--- config.mk ---
export PLATFORM = sky130hd
export DESIGN_NAME = uis_regs
export DESIGN_NICKNAME = d
export VERILOG_FILES = /design/src/verilog/uis_pkg.sv /design/src/verilog/uis_regs.sv
export SDC_FILE = /design/constraint.sdc
export NUM_CORES = 1
export LEC_CHECK = 0
export ABC_CLOCK_PERIOD_IN_PS = 3900
export BUFFER_PORTS_ARGS = -buffer_cell sky130_fd_sc_hd__buf_2
export CORE_ASPECT_RATIO = 0.6
export CORE_MARGIN = 5
export CORE_UTILIZATION = 58
export CTS_CLUSTER_SIZE = 16
export DETAILED_ROUTE_END_ITERATION = 8
export GPL_ROUTABILITY_DRIVEN = 1
export PLACE_DENSITY_LB_ADDON = 0.12
export SLEW_MARGIN = 20
export SYNTH_ARGS = -nofsm -noshare
export SYNTH_HDL_FRONTEND = slang
export SYNTH_SLANG_ARGS = --single-unit
--- constraint.sdc ---
create_clock -name clk -period 3.9 [get_ports clk]
set_input_delay 0.39 -clock clk [delete_from_list [all_inputs] [get_ports clk]]
set_output_delay 0.39 -clock clk [all_outputs]
set_load 0.02 [all_outputs]
--- src/verilog/uis_pkg.sv ---
// Summary of operation
// - Each notify port goes high while any flag selected by its mask byte is high.
// - Software reads and writes an 11-bit frame counter, held whole in bits 10:0 of one register.
// - Read-only 4-bit field shows the last received packet identifier, reset zero.
// - Read-only 4-bit field copies the endpoint of the last received token.
// - Endpoint valid bit is one only once a captured endpoint is valid.
// - Marked endpoints appear on the receive port ORed with 0x10.
// - Pulldown-disable bit turns off pulldowns on both USB data ports.
// - Auto-resume from SE0 sets the reset indication; software writes 0 to clear.
// - Auto-resume from K sets the resume indication; software writes 0 to clear.
// - Linestate changes propagate only after two-to-the-field clock cycles.
// - Auto-resume enable lets hardware handle resume; otherwise software polls linestate.
// - Three-bit field drives the transceiver configuration input pins directly.
// - Seven flags: token, SE0, K, J, CRC16 fail, receive active, receive error.
// - Sticky flags hold until written with one; others follow their signals.
package uis_pkg;

  localparam logic [7:0] OFS_FLAGS       = 8'h1C;
  localparam logic [7:0] OFS_HOLD_SELECT = 8'h20;
  localparam logic [7:0] OFS_PORT_MASKS  = 8'h24;
  localparam logic [7:0] OFS_FRAME       = 8'h28;
  localparam logic [7:0] OFS_PID         = 8'h2C;
  localparam logic [7:0] OFS_ENDPOINT    = 8'h30;
  localparam logic [7:0] OFS_EP_MARK     = 8'h34;
  localparam logic [7:0] OFS_OTG_MASK    = 8'h38;
  localparam logic [7:0] OFS_POWER       = 8'h3C;
  localparam logic [7:0] OFS_XCVR_CTRL   = 8'h40;
  localparam logic [7:0] OFS_IRQ_STATUS  = 8'h44;
  localparam logic [7:0] OFS_IRQ_MASK    = 8'h48;

  // Transceiver control, endpoint valid and power valid field positions
  localparam int XC_CONF_LSB      = 4;
  localparam int XC_AUTO_RESUME   = 7;
  localparam int XC_FILT_LSB      = 8;
  localparam int XC_RESUME_K      = 12;
  localparam int XC_RESUME_SE0    = 13;
  localparam int XC_PULLDOWN_OFF  = 18;
  localparam int EP_VALID_BIT     = 4;
  localparam int POWER_VALID_BIT  = 8;

  // Flag bit positions
  localparam int FL_RX_ERROR  = 0;
  localparam int FL_RX_ACTIVE = 1;
  localparam int FL_CRC16     = 2;
  localparam int FL_J         = 3;
  localparam int FL_K         = 4;
  localparam int FL_SE0       = 5;
  localparam int FL_TOKEN     = 6;

  // Interrupt status bits
  localparam int IRQ_TOKEN      = 0;
  localparam int IRQ_CRC16      = 1;
  localparam int IRQ_RESUME_K   = 2;
  localparam int IRQ_RESUME_SE0 = 3;

  localparam logic [1:0] LS_SE0 = 2'h0;
  localparam logic [1:0] LS_J   = 2'h1;
  localparam logic [1:0] LS_K   = 2'h2;

  localparam logic [6:0]  FLAGS_RESET = 7'h00;
  localparam logic [31:0] WORD_RESET  = 32'h0000_0000;
  localparam logic [15:0] COUNT_RESET = 16'h0000;
  localparam logic [31:0] MARK_OR     = 32'h0000_0010;

  typedef struct packed {
    logic [7:0]  addr;
    logic [31:0] wdata;
    logic        we;
    logic        re;
  } uis_bus_req_t;

  typedef struct packed {
    logic       valid;
    logic [3:0] pid;
    logic [3:0] ep;
  } uis_token_t;

  typedef struct packed {
    logic [4:0] ep;
    logic       valid;
  } uis_mark_t;

endpackage : uis_pkg

--- src/verilog/uis_regs.sv ---
`timescale 1ns/1ps
module uis_regs #(
  parameter int CNT_W = 16
) (
  input  wire logic              clk,
  input  wire logic              reset_n,
  input  wire uis_pkg::uis_bus_req_t bus,
  output logic [31:0]            rdata,
  input  wire uis_pkg::uis_token_t token,
  input  wire logic              sof_valid,
  input  wire logic [10:0]       sof_frame,
  input  wire logic              crc16_fail,
  input  wire logic              rx_active,
  input  wire logic              rx_error,
  input  wire logic [1:0]        linestate,
  input  wire logic              suspended,
  output logic [1:0]             linestate_filt,
  output logic                   notify_port_a,
  output logic                   notify_port_b,
  output logic                   notify_port_c,
  output logic                   pulldown_disable,
  output logic [2:0]             transceiver_config_inputs,
  output logic                   auto_resume_enable,
  output uis_pkg::uis_mark_t     rx_mark,
  output logic                   irq
);

  typedef struct packed {
    logic [1:0]       ls_s1;
    logic [1:0]       ls_s2;
    logic [1:0]       ls_s3;
    logic [1:0]       ls_cand;
    logic [1:0]       ls_filt;
    logic [CNT_W-1:0] ls_cnt;
    logic [6:0]       flags;
    logic [6:0]       hold_sel;
    logic [31:0]      port_masks;
    logic [10:0]      frame;
    logic [3:0]       pid;
    logic [3:0]       ep;
    logic             ep_valid;
    logic [15:0]      ep_mark;
    logic [31:0]      otg_mask;
    logic [8:0]       power;
    logic             pd_off;
    logic             ind_se0;
    logic             ind_k;
    logic [3:0]       filt_log2;
    logic             auto_res;
    logic [2:0]       conf;
    logic [3:0]       irq_st;
    logic [3:0]       irq_mask;
    logic [31:0]      rdata;
    logic [2:0]       notify;
    uis_pkg::uis_mark_t mark;
    logic             irq;
  } uis_state_t;

  uis_state_t st;
  uis_state_t next_st;

  function automatic logic hit(input uis_pkg::uis_bus_req_t b, input logic [7:0] ofs);
    hit = b.we && (b.addr == ofs);
  endfunction : hit

  logic [1:0]  ls_in;
  logic [6:0]  ev;
  logic [6:0]  w1c;
  logic [CNT_W:0] cnt_inc;
  logic [CNT_W:0] cnt_lim;
  logic        ls_change;
  logic        res_se0;
  logic        res_k;
  logic [3:0]  irq_ev;
  logic [31:0] rd;

  always_comb begin
    next_st = st;
    // Third stage passed on only once the last two stages agree
    next_st.ls_s1 = linestate;
    next_st.ls_s2 = st.ls_s1;
    next_st.ls_s3 = st.ls_s2;
    ls_in = (st.ls_s2 == st.ls_s3) ? st.ls_s3 : st.ls_cand;

    cnt_inc   = {1'b0, st.ls_cnt} + {{CNT_W{1'b0}}, 1'b1};
    cnt_lim   = {{CNT_W{1'b0}}, 1'b1} << st.filt_log2;
    ls_change = 1'b0;
    if (ls_in != st.ls_cand) begin
      next_st.ls_cand = ls_in;
      next_st.ls_cnt  = uis_pkg::COUNT_RESET[CNT_W-1:0];
    end else if (st.ls_cand != st.ls_filt) begin
      if (cnt_inc >= cnt_lim) begin
        next_st.ls_filt = st.ls_cand;
        next_st.ls_cnt  = uis_pkg::COUNT_RESET[CNT_W-1:0];
        ls_change       = 1'b1;
      end else begin
        next_st.ls_cnt = cnt_inc[CNT_W-1:0];
      end
    end

    // Resume detection only when hardware owns resume
    res_se0 = ls_change && st.auto_res && suspended && (st.ls_cand == uis_pkg::LS_SE0);
    res_k   = ls_change && st.auto_res && suspended && (st.ls_cand == uis_pkg::LS_K);

    ev = '0;
    ev[uis_pkg::FL_TOKEN]     = token.valid;
    ev[uis_pkg::FL_SE0]       = st.ls_filt == uis_pkg::LS_SE0;
    ev[uis_pkg::FL_K]         = st.ls_filt == uis_pkg::LS_K;
    ev[uis_pkg::FL_J]         = st.ls_filt == uis_pkg::LS_J;
    ev[uis_pkg::FL_CRC16]     = crc16_fail;
    ev[uis_pkg::FL_RX_ACTIVE] = rx_active;
    ev[uis_pkg::FL_RX_ERROR]  = rx_error;

    w1c = hit(bus, uis_pkg::OFS_FLAGS) ? bus.wdata[6:0] : '0;
    // Sticky flags keep their value, a new event wins over the clear
    next_st.flags = (st.hold_sel & st.flags & ~w1c) | ev;

    // Ports follow the flags in the same cycle they are registered
    next_st.notify[0] = |(next_st.flags & st.port_masks[6:0]);
    next_st.notify[1] = |(next_st.flags & st.port_masks[14:8]);
    next_st.notify[2] = |(next_st.flags & st.port_masks[22:16]);

    next_st.mark.valid = 1'b0;
    if (token.valid) begin
      next_st.pid      = token.pid;
      next_st.ep       = token.ep;
      next_st.ep_valid = 1'b1;
      next_st.mark.ep  = {1'b0, token.ep} | (st.ep_mark[token.ep] ? uis_pkg::MARK_OR[4:0] : 5'h00);
      next_st.mark.valid = 1'b1;
    end

    if (sof_valid) begin
      next_st.frame = sof_frame;
    end

    if (hit(bus, uis_pkg::OFS_HOLD_SELECT)) begin
      next_st.hold_sel = bus.wdata[6:0];
    end
    if (hit(bus, uis_pkg::OFS_PORT_MASKS)) begin
      next_st.port_masks = bus.wdata;
    end
    if (hit(bus, uis_pkg::OFS_FRAME)) begin
      next_st.frame = bus.wdata[10:0];
    end
    if (hit(bus, uis_pkg::OFS_EP_MARK)) begin
      next_st.ep_mark = bus.wdata[15:0];
    end
    if (hit(bus, uis_pkg::OFS_OTG_MASK)) begin
      next_st.otg_mask = bus.wdata;
    end
    if (hit(bus, uis_pkg::OFS_POWER)) begin
      next_st.power = bus.wdata[8:0];
    end
    if (hit(bus, uis_pkg::OFS_XCVR_CTRL)) begin
      next_st.pd_off    = bus.wdata[uis_pkg::XC_PULLDOWN_OFF];
      next_st.filt_log2 = bus.wdata[uis_pkg::XC_FILT_LSB +: 4];
      next_st.auto_res  = bus.wdata[uis_pkg::XC_AUTO_RESUME];
      next_st.conf      = bus.wdata[uis_pkg::XC_CONF_LSB +: 3];
      // Writing 0 clears; writing 1 leaves the indication as it was
      next_st.ind_se0   = st.ind_se0 & bus.wdata[uis_pkg::XC_RESUME_SE0];
      next_st.ind_k     = st.ind_k & bus.wdata[uis_pkg::XC_RESUME_K];
    end
    if (res_se0) begin
      next_st.ind_se0 = 1'b1;
    end
    if (res_k) begin
      next_st.ind_k = 1'b1;
    end

    irq_ev = '0;
    irq_ev[uis_pkg::IRQ_TOKEN]      = token.valid;
    irq_ev[uis_pkg::IRQ_CRC16]      = crc16_fail;
    irq_ev[uis_pkg::IRQ_RESUME_K]   = res_k;
    irq_ev[uis_pkg::IRQ_RESUME_SE0] = res_se0;
    next_st.irq_st = (st.irq_st & ~(hit(bus, uis_pkg::OFS_IRQ_STATUS) ? bus.wdata[3:0] : 4'h0)) | irq_ev;
    if (hit(bus, uis_pkg::OFS_IRQ_MASK)) begin
      next_st.irq_mask = bus.wdata[3:0];
    end
    next_st.irq = |(next_st.irq_st & next_st.irq_mask);

    rd = '0;
    case (bus.addr)
      uis_pkg::OFS_FLAGS:       rd[6:0]  = st.flags;
      uis_pkg::OFS_HOLD_SELECT: rd[6:0]  = st.hold_sel;
      uis_pkg::OFS_PORT_MASKS:  rd       = st.port_masks;
      uis_pkg::OFS_FRAME:       rd[10:0] = st.frame;
      uis_pkg::OFS_PID:         rd[3:0]  = st.pid;
      uis_pkg::OFS_ENDPOINT:    rd[4:0]  = {st.ep_valid, st.ep};
      uis_pkg::OFS_EP_MARK:     rd[15:0] = st.ep_mark;
      uis_pkg::OFS_OTG_MASK:    rd       = st.otg_mask;
      uis_pkg::OFS_POWER:       rd[8:0]  = st.power;
      uis_pkg::OFS_XCVR_CTRL: begin
        rd[uis_pkg::XC_PULLDOWN_OFF]      = st.pd_off;
        rd[uis_pkg::XC_RESUME_SE0]        = st.ind_se0;
        rd[uis_pkg::XC_RESUME_K]          = st.ind_k;
        rd[uis_pkg::XC_FILT_LSB +: 4]     = st.filt_log2;
        rd[uis_pkg::XC_AUTO_RESUME]       = st.auto_res;
        rd[uis_pkg::XC_CONF_LSB +: 3]     = st.conf;
      end
      uis_pkg::OFS_IRQ_STATUS:  rd[3:0]  = st.irq_st;
      uis_pkg::OFS_IRQ_MASK:    rd[3:0]  = st.irq_mask;
      default:                  rd       = '0;
    endcase
    // Read data stands only in the cycle after the strobe
    next_st.rdata = bus.re ? rd : uis_pkg::WORD_RESET;
  end

  always_ff @(posedge clk or negedge reset_n) begin
    if (!reset_n) begin
      st <= '0;
    end else begin
      st <= next_st;
    end
  end

  assign rdata                     = st.rdata;
  assign linestate_filt            = st.ls_filt;
  assign notify_port_a             = st.notify[0];
  assign notify_port_b             = st.notify[1];
  assign notify_port_c             = st.notify[2];
  assign pulldown_disable          = st.pd_off;
  assign transceiver_config_inputs = st.conf;
  assign auto_resume_enable        = st.auto_res;
  assign rx_mark                   = st.mark;
  assign irq                       = st.irq;

endmodule : uis_regs
==> impl_metrics.ini, run 1 <==
[outcome]
status = finished, violations left
violations = negative hold slack

[synth]
synth_flop_cell = dfrtp_1
synth.avg_cell_area_um2 = 11.8
syn-num-nets = 924
yosysTopAreaCellShare_pct = 52.2
ys_seq_area_share_pct = 52.2
yosysWarnings = 0
yosysTopAreaCell = dfrtp_1
async_flop_share_pct = 100
syn_area_mm2 = 0.00987
ys_top_cells_by_area = dfrtp_1 (52%), mux2_2 (13%), a22oi_1 (3.8%)
synth_cell_type_count = 58
synth_edf_count = 0
synth_cells = 836
synth_seq_cells = 206

[placement]
gp_congestion = 0.933
hpwlAfterDp_mm = 19.8
io_buffers = 119
dpl-instance-area_mm2 = 0.0104

[power]
p_per_area_mw_per_mm2 = 467
clock_power_share_pct = 40.0
ir_drop_mv = 0.301
p_int_mw = 3.75
leakagePower_nw = 5.32
power_frac_seq_pct = 46.1
p_comb_share_pct = 13.9
switching_share_pct = 27.6
p_sw_mw = 1.43

[grt]
grt_pass1_wl_mm = 43.6
grt_use_met1_pct = 44.6
use_met3_pct = 7.84
antenna_found_initial = 1
grt_start_max_net_pins = 108
grt_pass1_vias = 7580
grt_usage_pct = 28.2
gr-total-overflow = 0
grt_util_met2_pct = 39.5
top_usage_layer = met1

[critical_path]
crit_path_frequent_cell = ha_1
cp_slowest_cell = dfrtp_1
cpPeakStageDelay_ns = 0.44
path_max_fanout = 8
end_kind = register
cp.arrival_ns = 3.92
crit_chain = ha_1 -> nand4_1 -> nor4_4 -> nand3_1 -> xnor2_1 -> ha_1 -> and3_1 -> a221oi_1 -> a31oi_2 -> a22o_1 -> a221o_1
crit_path_start_kind = register
critPathKind = register to register
worstPathRequired_ns = 4.28
worst_r2r_path_depth = 11

[finish]
diodes = 0
area_growth_pct = 12.3
num-fill-cells = 1277
nets = 992
design_area_mm2 = 0.0111
seqCellArea_mm2 = 0.00515
layout_common_cells = dfrtp_1 (206), buf_2 (118), mux2_2 (115), nor2_1 (52), a22oi_1 (50)
multi_input_area_mm2 = 0.00417
drive_gt1_share_pct = 33.1
final_common_cell = dfrtp_1

[cts]
cts_tree = done
cts_buffers = 20
root_buffer = clkbuf_16
clk_pin_slew_worst_paths_ns = 0.07
h-tree-depth = 1
clk_latency_ns = 0.50
cts_setup_buffers = 0
cts.sinks = 206
cts_buffer_depth = 3

[drt]
vias = 7364
ant_nets = 0
drt_iter0_drc = 895
drt-total-wl_mm = 27.8
first_pass_iters = 7
viasPerCell = 6.43
wl_per_cell_um = 24.2
drc = 0

[sta]
min_period_over_period_pct = 90.9
clock.fmax_ghz = 0.282
hold_violations = 6
tightest_slew_ns = 1.02
setup_tns_ns = 0
whs_ns = -0.0324
slew_violations = 0
rsz0062_at_grt = no
relSlewSlack_pct = 31.9
min_period_ns = 3.54
setup_violations = 0
fin_skew_ns = 0.0125

[die]
io_pins = 120
rows = 36
die_y_um = 111
dieArea_mm2 = 0.0198
start_util_pct = 59.9
die_w_um = 178
core-area_mm2 = 0.0165

[flow_run]
maxCapViolations = 0

[min_path]
worstHoldPathType = primary input to async pin
final cells by class:
type | count | share of cell area, %
clock inverter | 8 | 1.08
clock buffer | 28 | 5.25
tap | 228 | 2.57
sequential | 206 | 46.5
inverter | 13 | 0.440
timing repair buffer | 134 | 6.58
multi-input combinational | 529 | 37.6
registers in the layout, summed over array words and instances (netlist names):
signal,flops
st,156
rdata,32
next_st,4
rx_mark,3
transceiver_config_inputs,3
linestate_filt,2
auto_resume_enable,1
irq,1
notify_port_a,1
notify_port_b,1
notify_port_c,1
pulldown_disable,1
worst max-delay path: cells and delay by family (launching register included):
kind | cells | cell delay (ns)
AOI/OAI and AO/OA | 4 | 1.23
and+or+nand+nor | 4 | 0.96
adders and majority gates | 2 | 0.59
DFF | 1 | 0.44
xor gates and xnor gates | 1 | 0.22
logic make-up after synthesis:
group	synth area share, %
flip-flops	52.2
AND/OR/NAND/NOR	9.56
AO/OA/AOI/OAI	12.4
multiplexers	16.1
buffers and inverters	5.70
XOR/XNOR	1.77
adder cells (fa/ha/maj)	2.15
power groups by stage:
stage               registers (mW)  logic [mW]  clock network [mW]
detailed placement            2.42       0.708                   0
global placement              2.41       0.678                   0
CTS                           2.38       0.712                2.09
floorplan                     2.37       0.466                   0
global route                  2.40       0.783                2.17
finish                        2.39       0.719                2.07
path summary, 6_finish.rpt:
kind                                        start                     end  slack (ns)
min in group clk                     linestate[1]  next_st[207]$_DFF_PN0_        0.01
max in group asynchronous                 reset_n     st[132]$_DFFE_PN0P_        3.01
min                                       reset_n      st[55]$_DFFE_PN0P_       -0.03
max reg2reg                   st[184]$_DFFE_PN0P_           irq$_DFF_PN0_        0.36
max                           st[184]$_DFFE_PN0P_           irq$_DFF_PN0_        0.36
min reg2reg                next_st[206]$_DFF_PN0_  next_st[204]$_DFF_PN0_        0.36
cells in the mapped netlist, types with 4 or more instances:
library cell and instances:
o21ai_0 20, nor4_1 4, clkbuf_1 24, nand3_1 29, nor2b_1 7, a32o_1 5
mux2i_1 13, buf_4 43, buf_1 8, nor2_1 54, dfrtp_1 206, buf_2 10
nand4_1 11, nand3b_1 6, xnor2_1 9, a221oi_1 6, and3_1 4, a22o_1 8
ha_1 17, xor2_1 11, a21oi_1 17, a22oi_1 50, mux2_2 115, nand2_1 46
mux4_2 6, a31o_2 5, nand2b_1 6, a222oi_1 9, inv_1 12, a31oi_1 26
routing by layer:
layer	share of wire [%]	vias up
li1	-	3193
met1	47	3769
met2	42	364
met3	9.6	36
met4	1.3	2
met5	0.040	-
stage by stage:
step	power [mW]	utilization (%)	hold slack (ns)	worst slack (ns)	std cells
floorplan	2.84	-	0.0944	0.646	836
global placement	3.09	62.9	0.345	0.304	1110
detailed placement	3.13	62.9	0.345	0.216	1110
CTS	5.18	67.2	0.000212	0.205	1146
global route	5.36	67.3	0.00237	0.110	1146
finish	5.18	67.3	-0.0324	0.356	1146
repair_timing:
action,CTS,global route
setup endpoints to repair,0,12
resized for setup,0,1
hold buffers,0,0
Power figures use the tool's default switching activity.
==> inputs of run 2 (changes only) <==
BUFFER_PORTS_ARGS = -buffer_cell sky130_fd_sc_hd__clkbuf_2   (was -buffer_cell sky130_fd_sc_hd__buf_2)
==> run 2 against run 1 <==
Compared with the run above: the run still ends with negative hold slack left; sequential power about the same; sequential share of layout area increased by 0.15 points; maximum frequency increased by 1.1%; cell count increased by 0.35%; flip-flop and latch count unchanged; register-to-register slack improved by 0.04 ns; clock skew decreased by 0.0046 ns; non-clock buffer count increased by 4; highest routed layer unchanged.
==> impl_metrics.ini, run 2 (synthesis results as in run 1) <==
[drt]
drc = 0
drt_iter0_drc = 811
wl_per_cell_um = 23.9
viasPerCell = 6.40
first_pass_iters = 5
vias = 7357
drt-total-wl_mm = 27.5
ant_nets = 0

[sta]
whs_ns = -0.0632
rsz0062_at_grt = no
setup_violations = 0
min_period_over_period_pct = 89.9
slew_violations = 0
setup_tns_ns = 0
tightest_slew_ns = 1.02
min_period_ns = 3.50
hold_violations = 32
clock.fmax_ghz = 0.285
fin_skew_ns = 0.00791
relSlewSlack_pct = 32.1
finalWorstSetupSlack_ns = 0.395

[die]
core-area_mm2 = 0.0165
io_pins = 120
dieArea_mm2 = 0.0198
die_w_um = 178
rows = 36
start_util_pct = 59.9
die_y_um = 111

[finish]
fin_util_pct = 67.0
largest_register = st
drive_gt1_share_pct = 33.1
final_common_cell = dfrtp_1
layout_common_cells = dfrtp_1 (206), clkbuf_2 (118), mux2_2 (115), nor2_1 (52), a22oi_1 (50)
diodes = 0
final_cells = 1150
nets = 996
area_growth_pct = 12.0
largest_reg_flops = 156

[grt]
grt_pass1_wl_mm = 43.1
grt_pass1_vias = 7414
grt_start_max_net_pins = 101
gr-total-overflow = 0
antenna_found_initial = 1
grt_usage_pct = 27.8

[placement]
post-place-ws_ns = 0.179
hpwlAfterDp_mm = 19.7
io_buffers = 119
place_inst = 1112
gp_congestion = 0.922

[power]
leakagePower_nw = 5.29
p_per_area_mw_per_mm2 = 451
finalPower_mw = 4.98
ir_drop_mv = 0.329

[outcome]
violations = negative hold slack
status = finished, violations left

[cts]
cts_tree = done
clk_pin_slew_worst_paths_ns = 0.06
cts_buffers = 20
root_buffer = clkbuf_16
cts_buffer_depth = 3
clk_latency_ns = 0.50
cts_setup_buffers = 0
h-tree-depth = 1
cts.sinks = 206

[min_path]
worstHoldPathType = primary input to async pin

[critical_path]
crit_path_start_kind = register
critPathKind = register to register
worstPathRequired_ns = 4.30
path_max_fanout = 26
end_kind = register
cp.arrival_ns = 3.91

[flow_run]
maxCapViolations = 0
[run 2: cell types whose count changed in the layout (fill, tap and decap cells not counted), sizes merged]
cell         change
buf            -116
bufinv           -3
clkbuf         +120
clkinv           +2
clkinvlp         -1
dlygate4sd3      +2
[run 2: cell type report]
| type | instances | area (um2) |
|---|---|---|
| inverter | 13 | 48.8 |
| multi-input combinational | 529 | 4170 |
| clock buffer | 30 | 588 |
| tap | 228 | 285 |
| clock inverter | 6 | 43.8 |
| sequential | 206 | 5150 |
| timing repair buffer | 138 | 764 |
| fill | 1261 | 5430 |
[run 2: metal layers]
metal / track usage (%) / routed length (um) / vias up
met4: 4.24 / 282 / 2
met3: 7.26 / 2890 / 30
met1: 44.9 / 12900 / 3723
met5: 0 / 13 / -
li1: - / - / 3221
met2: 38.3 / 11300 / 381
[run 2: metrics by stage]
stage	instance area (um2)	hold slack, ns
2_1_floorplan	9870	0.0944
3_3_place_gp	10400	0.346
3_5_place_dp	10400	0.349
4_1_cts	11000	0.00617
5_1_grt	11100	0.0276
6_report	11100	-0.0632
[run 2: where the power goes]
group          total [mW]  internal (mW)  switching (mW)
sequential           2.39           2.26           0.125
combinational       0.719          0.243           0.477
clock                1.87           1.05           0.825
[run 2: worst paths after layout]
check,startpoint,endpoint,slack (ns),depth (start not counted)
hold / removal,reset_n,st[81]$_DFFE_PN0P_,-0.06,1
setup reg to reg,st[184]$_DFFE_PN0P_,st[186]$_DFFE_PN0P_,0.40,12
hold reg to reg,next_st[207]$_DFF_PN0_,next_st[205]$_DFF_PN0_,0.36,0
setup / recovery,st[184]$_DFFE_PN0P_,st[186]$_DFFE_PN0P_,0.40,12
min in group clk,bus[32],st[100]$_DFFE_PN0P_,0.12,2
max in group asynchronous,reset_n,st[44]$_DFF_PN0_,3.01,2
[run 2: critical path, stage by stage, from the launching register on]
cell      delay [ns]
dfrtp_1         0.44
ha_1            0.31
nand4_1         0.27
nor4_4          0.33
nand3_1         0.14
xnor2_1         0.21
ha_1            0.29
and3_1          0.17
a221oi_1        0.36
and3_1          0.22
buf_4           0.28
a31oi_1         0.15
mux2i_1         0.23
[run 2: repair_timing]
action	4_1_cts	5_1_grt
resized for setup	0	1
setup endpoints to repair	0	12
endpoints found under the hold margin	2	0
hold buffers	2	0
==> inputs of run 3 (changes only) <==
ABC_CLOCK_PERIOD_IN_PS = 3700   (was 3900)
clock period = 3.7 ns   (was 3.9 ns; I/O delays follow)
==> run 3 against run 2 <==
Compared with the run above: the run now ends clean; sequential power up 5%; via count down 0.20%; clock power up 13%; combinational power up 8.8%; die area unchanged; global-route usage up 0.31 points; final area up 0.94%; clock skew up 0.0031 ns; highest routed layer unchanged.
==> impl_metrics.ini, run 3 (synthesis results as in run 1) <==
[finish]
multi_input_area_mm2 = 0.00417
drive_gt1_share_pct = 33.5
final_common_cell = dfrtp_1
largest_register = st
largest_reg_flops = 156
layout_common_cells = dfrtp_1 (206), clkbuf_2 (118), mux2_2 (115), nor2_1 (52), a22oi_1 (50)
area_growth_pct = 13.0
seqCellArea_mm2 = 0.00515
design_area_mm2 = 0.0112
diodes = 0
nets = 1000
num-fill-cells = 1240

[placement]
hpwlAfterDp_mm = 19.8
post-place-ws_ns = 0.223
io_buffers = 119
dpl-instance-area_mm2 = 0.0104
gp_congestion = 0.945

[outcome]
status = finished clean

[sta]
clock.fmax_ghz = 0.291
min_period_ns = 3.43
relSlewSlack_pct = 34.3
fin_skew_ns = 0.0110
tightest_slew_ns = 0.983
setup_violations = 0
whs_ns = 0.108
slew_violations = 0
hold_violations = 0
finalWorstSetupSlack_ns = 0.266
min_period_over_period_pct = 92.8

[grt]
grt_pass1_vias = 7484
antenna_found_initial = 1
grt_usage_pct = 28.1
grt_start_max_net_pins = 90
gr-total-overflow = 0
grt_pass1_wl_mm = 43.6

[min_path]
holdPathStages = 2
worstHoldPathType = primary input to register
hold_start = token[4]
min_to = st[123]$_DFFE_PN0P_

[cts]
clk_pin_slew_worst_paths_ns = 0.07
cts_tree = done
cts_buffer_depth = 3
cts.sinks = 206
root_buffer = clkbuf_16
h-tree-depth = 1
clk_latency_ns = 0.49
cts_buffers = 20

[die]
core-area_mm2 = 0.0165
die_w_um = 178
io_pins = 120
die_y_um = 111
dieArea_mm2 = 0.0198
start_util_pct = 59.9
rows = 36

[power]
leakagePower_nw = 5.32
p_per_area_mw_per_mm2 = 486
finalPower_mw = 5.43
ir_drop_mv = 0.293

[critical_path]
end_kind = register
cp.arrival_ns = 3.78
critPathKind = register to register
worst_r2r_path_depth = 14
worstPathRequired_ns = 4.04
r2r-start = st[184]$_DFFE_PN0P_
crit_chain = ha_1 -> nand4_1 -> nor4_2 -> buf_4 -> nand3_1 -> xnor2_1 -> ha_1 -> nand3_1 -> nor3_1 -> o211ai_1 -> and3_1 -> buf_12 -> a41oi_1 -> a31oi_1
r2r_setup_slack_ns = 0.27
path_max_fanout = 26
cpPeakStageDelay_ns = 0.44
cp_slowest_cell = dfrtp_1
rr_endpoint = st[193]$_DFFE_PN0P_
crit_path_start_kind = register

[drt]
vias = 7342
drt_iter0_drc = 844
ant_nets = 0
drt-total-wl_mm = 27.7
wl_per_cell_um = 24.0
viasPerCell = 6.36
drc = 0
first_pass_iters = 5

[flow_run]
maxCapViolations = 0
==> run 3: cell types whose count changed in the layout (fill, tap and decap cells not counted) <==
cell	delta
buf_12	+1
clkbuf_8	+3
nor4_4	-1
clkbuf_1	-1
clkinv_2	-3
buf_4	+2
bufinv_16	+1
dlygate4sd3_1	+1
nor4_2	+1
a221oi_2	+1
clkinv_8	-1
clkbuf_16	+1
a221oi_1	-1
==> run 3: area by class of cell <==
class,count,share of cell area (%)
timing repair buffer,142,7.26
inverter,13,0.437
multi-input combinational,529,37.3
clock buffer,33,5.83
clock inverter,3,0.381
tap,228,2.56
sequential,206,46.2
==> run 3: worst max path at each step <==
stage / start / endpoint
final: st[184]$_DFFE_PN0P_ / st[193]$_DFFE_PN0P_
after global routing: st[184]$_DFFE_PN0P_ / st[199]$_DFFE_PN0P_
after CTS: st[184]$_DFFE_PN0P_ / irq$_DFF_PN0_
after detailed placement: st[184]$_DFFE_PN0P_ / irq$_DFF_PN0_
after global placement: st[184]$_DFFE_PN0P_ / irq$_DFF_PN0_
after floorplan: st[184]$_DFFE_PN0P_ / irq$_DFF_PN0_
==> run 3: what timing repair did <==
action                                 in CTS  in global routing
setup buffers                               0                  0
endpoints found under the hold margin      88                  0
gates resized for setup                     0                  1
setup endpoints to repair                   0                 12
hold buffers                                3                  0
==> run 3: per-layer routing <==
metal / global-route usage (%) / vias up / part of all wire [%]
met5: 0 / - / 0.025
met4: 5.01 / 2 / 1.6
met3: 7.70 / 43 / 9.8
met2: 38.5 / 372 / 42
met1: 45.1 / 3718 / 46
li1: - / 3207 / -
==> run 3: worst max-delay path, delay by kind of cell (launching register included) <==
kind | cells | cell delay, ns
adders and majority gates | 2 | 0.64
and+or+nand+nor | 6 | 1.25
AOI/OAI and AO/OA | 3 | 0.46
buffers and inverters | 2 | 0.33
xor gates and xnor gates | 1 | 0.16
DFF | 1 | 0.44
==> run 3: report_power, final <==
group | total, mW | internal (mW) | leakage, nW | switching, mW
combinational | 0.782 | 0.279 | 2.23 | 0.503
sequential | 2.52 | 2.39 | 2.76 | 0.136
clock | 2.12 | 1.27 | 0.339 | 0.854
==> run 3: per-stage QoR <==
| step | setup TNS (ns) | instances | util (%) |
|---|---|---|---|
| 2_1_floorplan | 0 | 836 | - |
| 3_3_place_gp | 0 | 1115 | 63.3 |
| 3_5_place_dp | 0 | 1115 | 63.3 |
| 4_1_cts | 0 | 1154 | 67.6 |
| 5_1_grt | -0.00962 | 1154 | 67.7 |
| 6_report | 0 | 1154 | 67.7 |
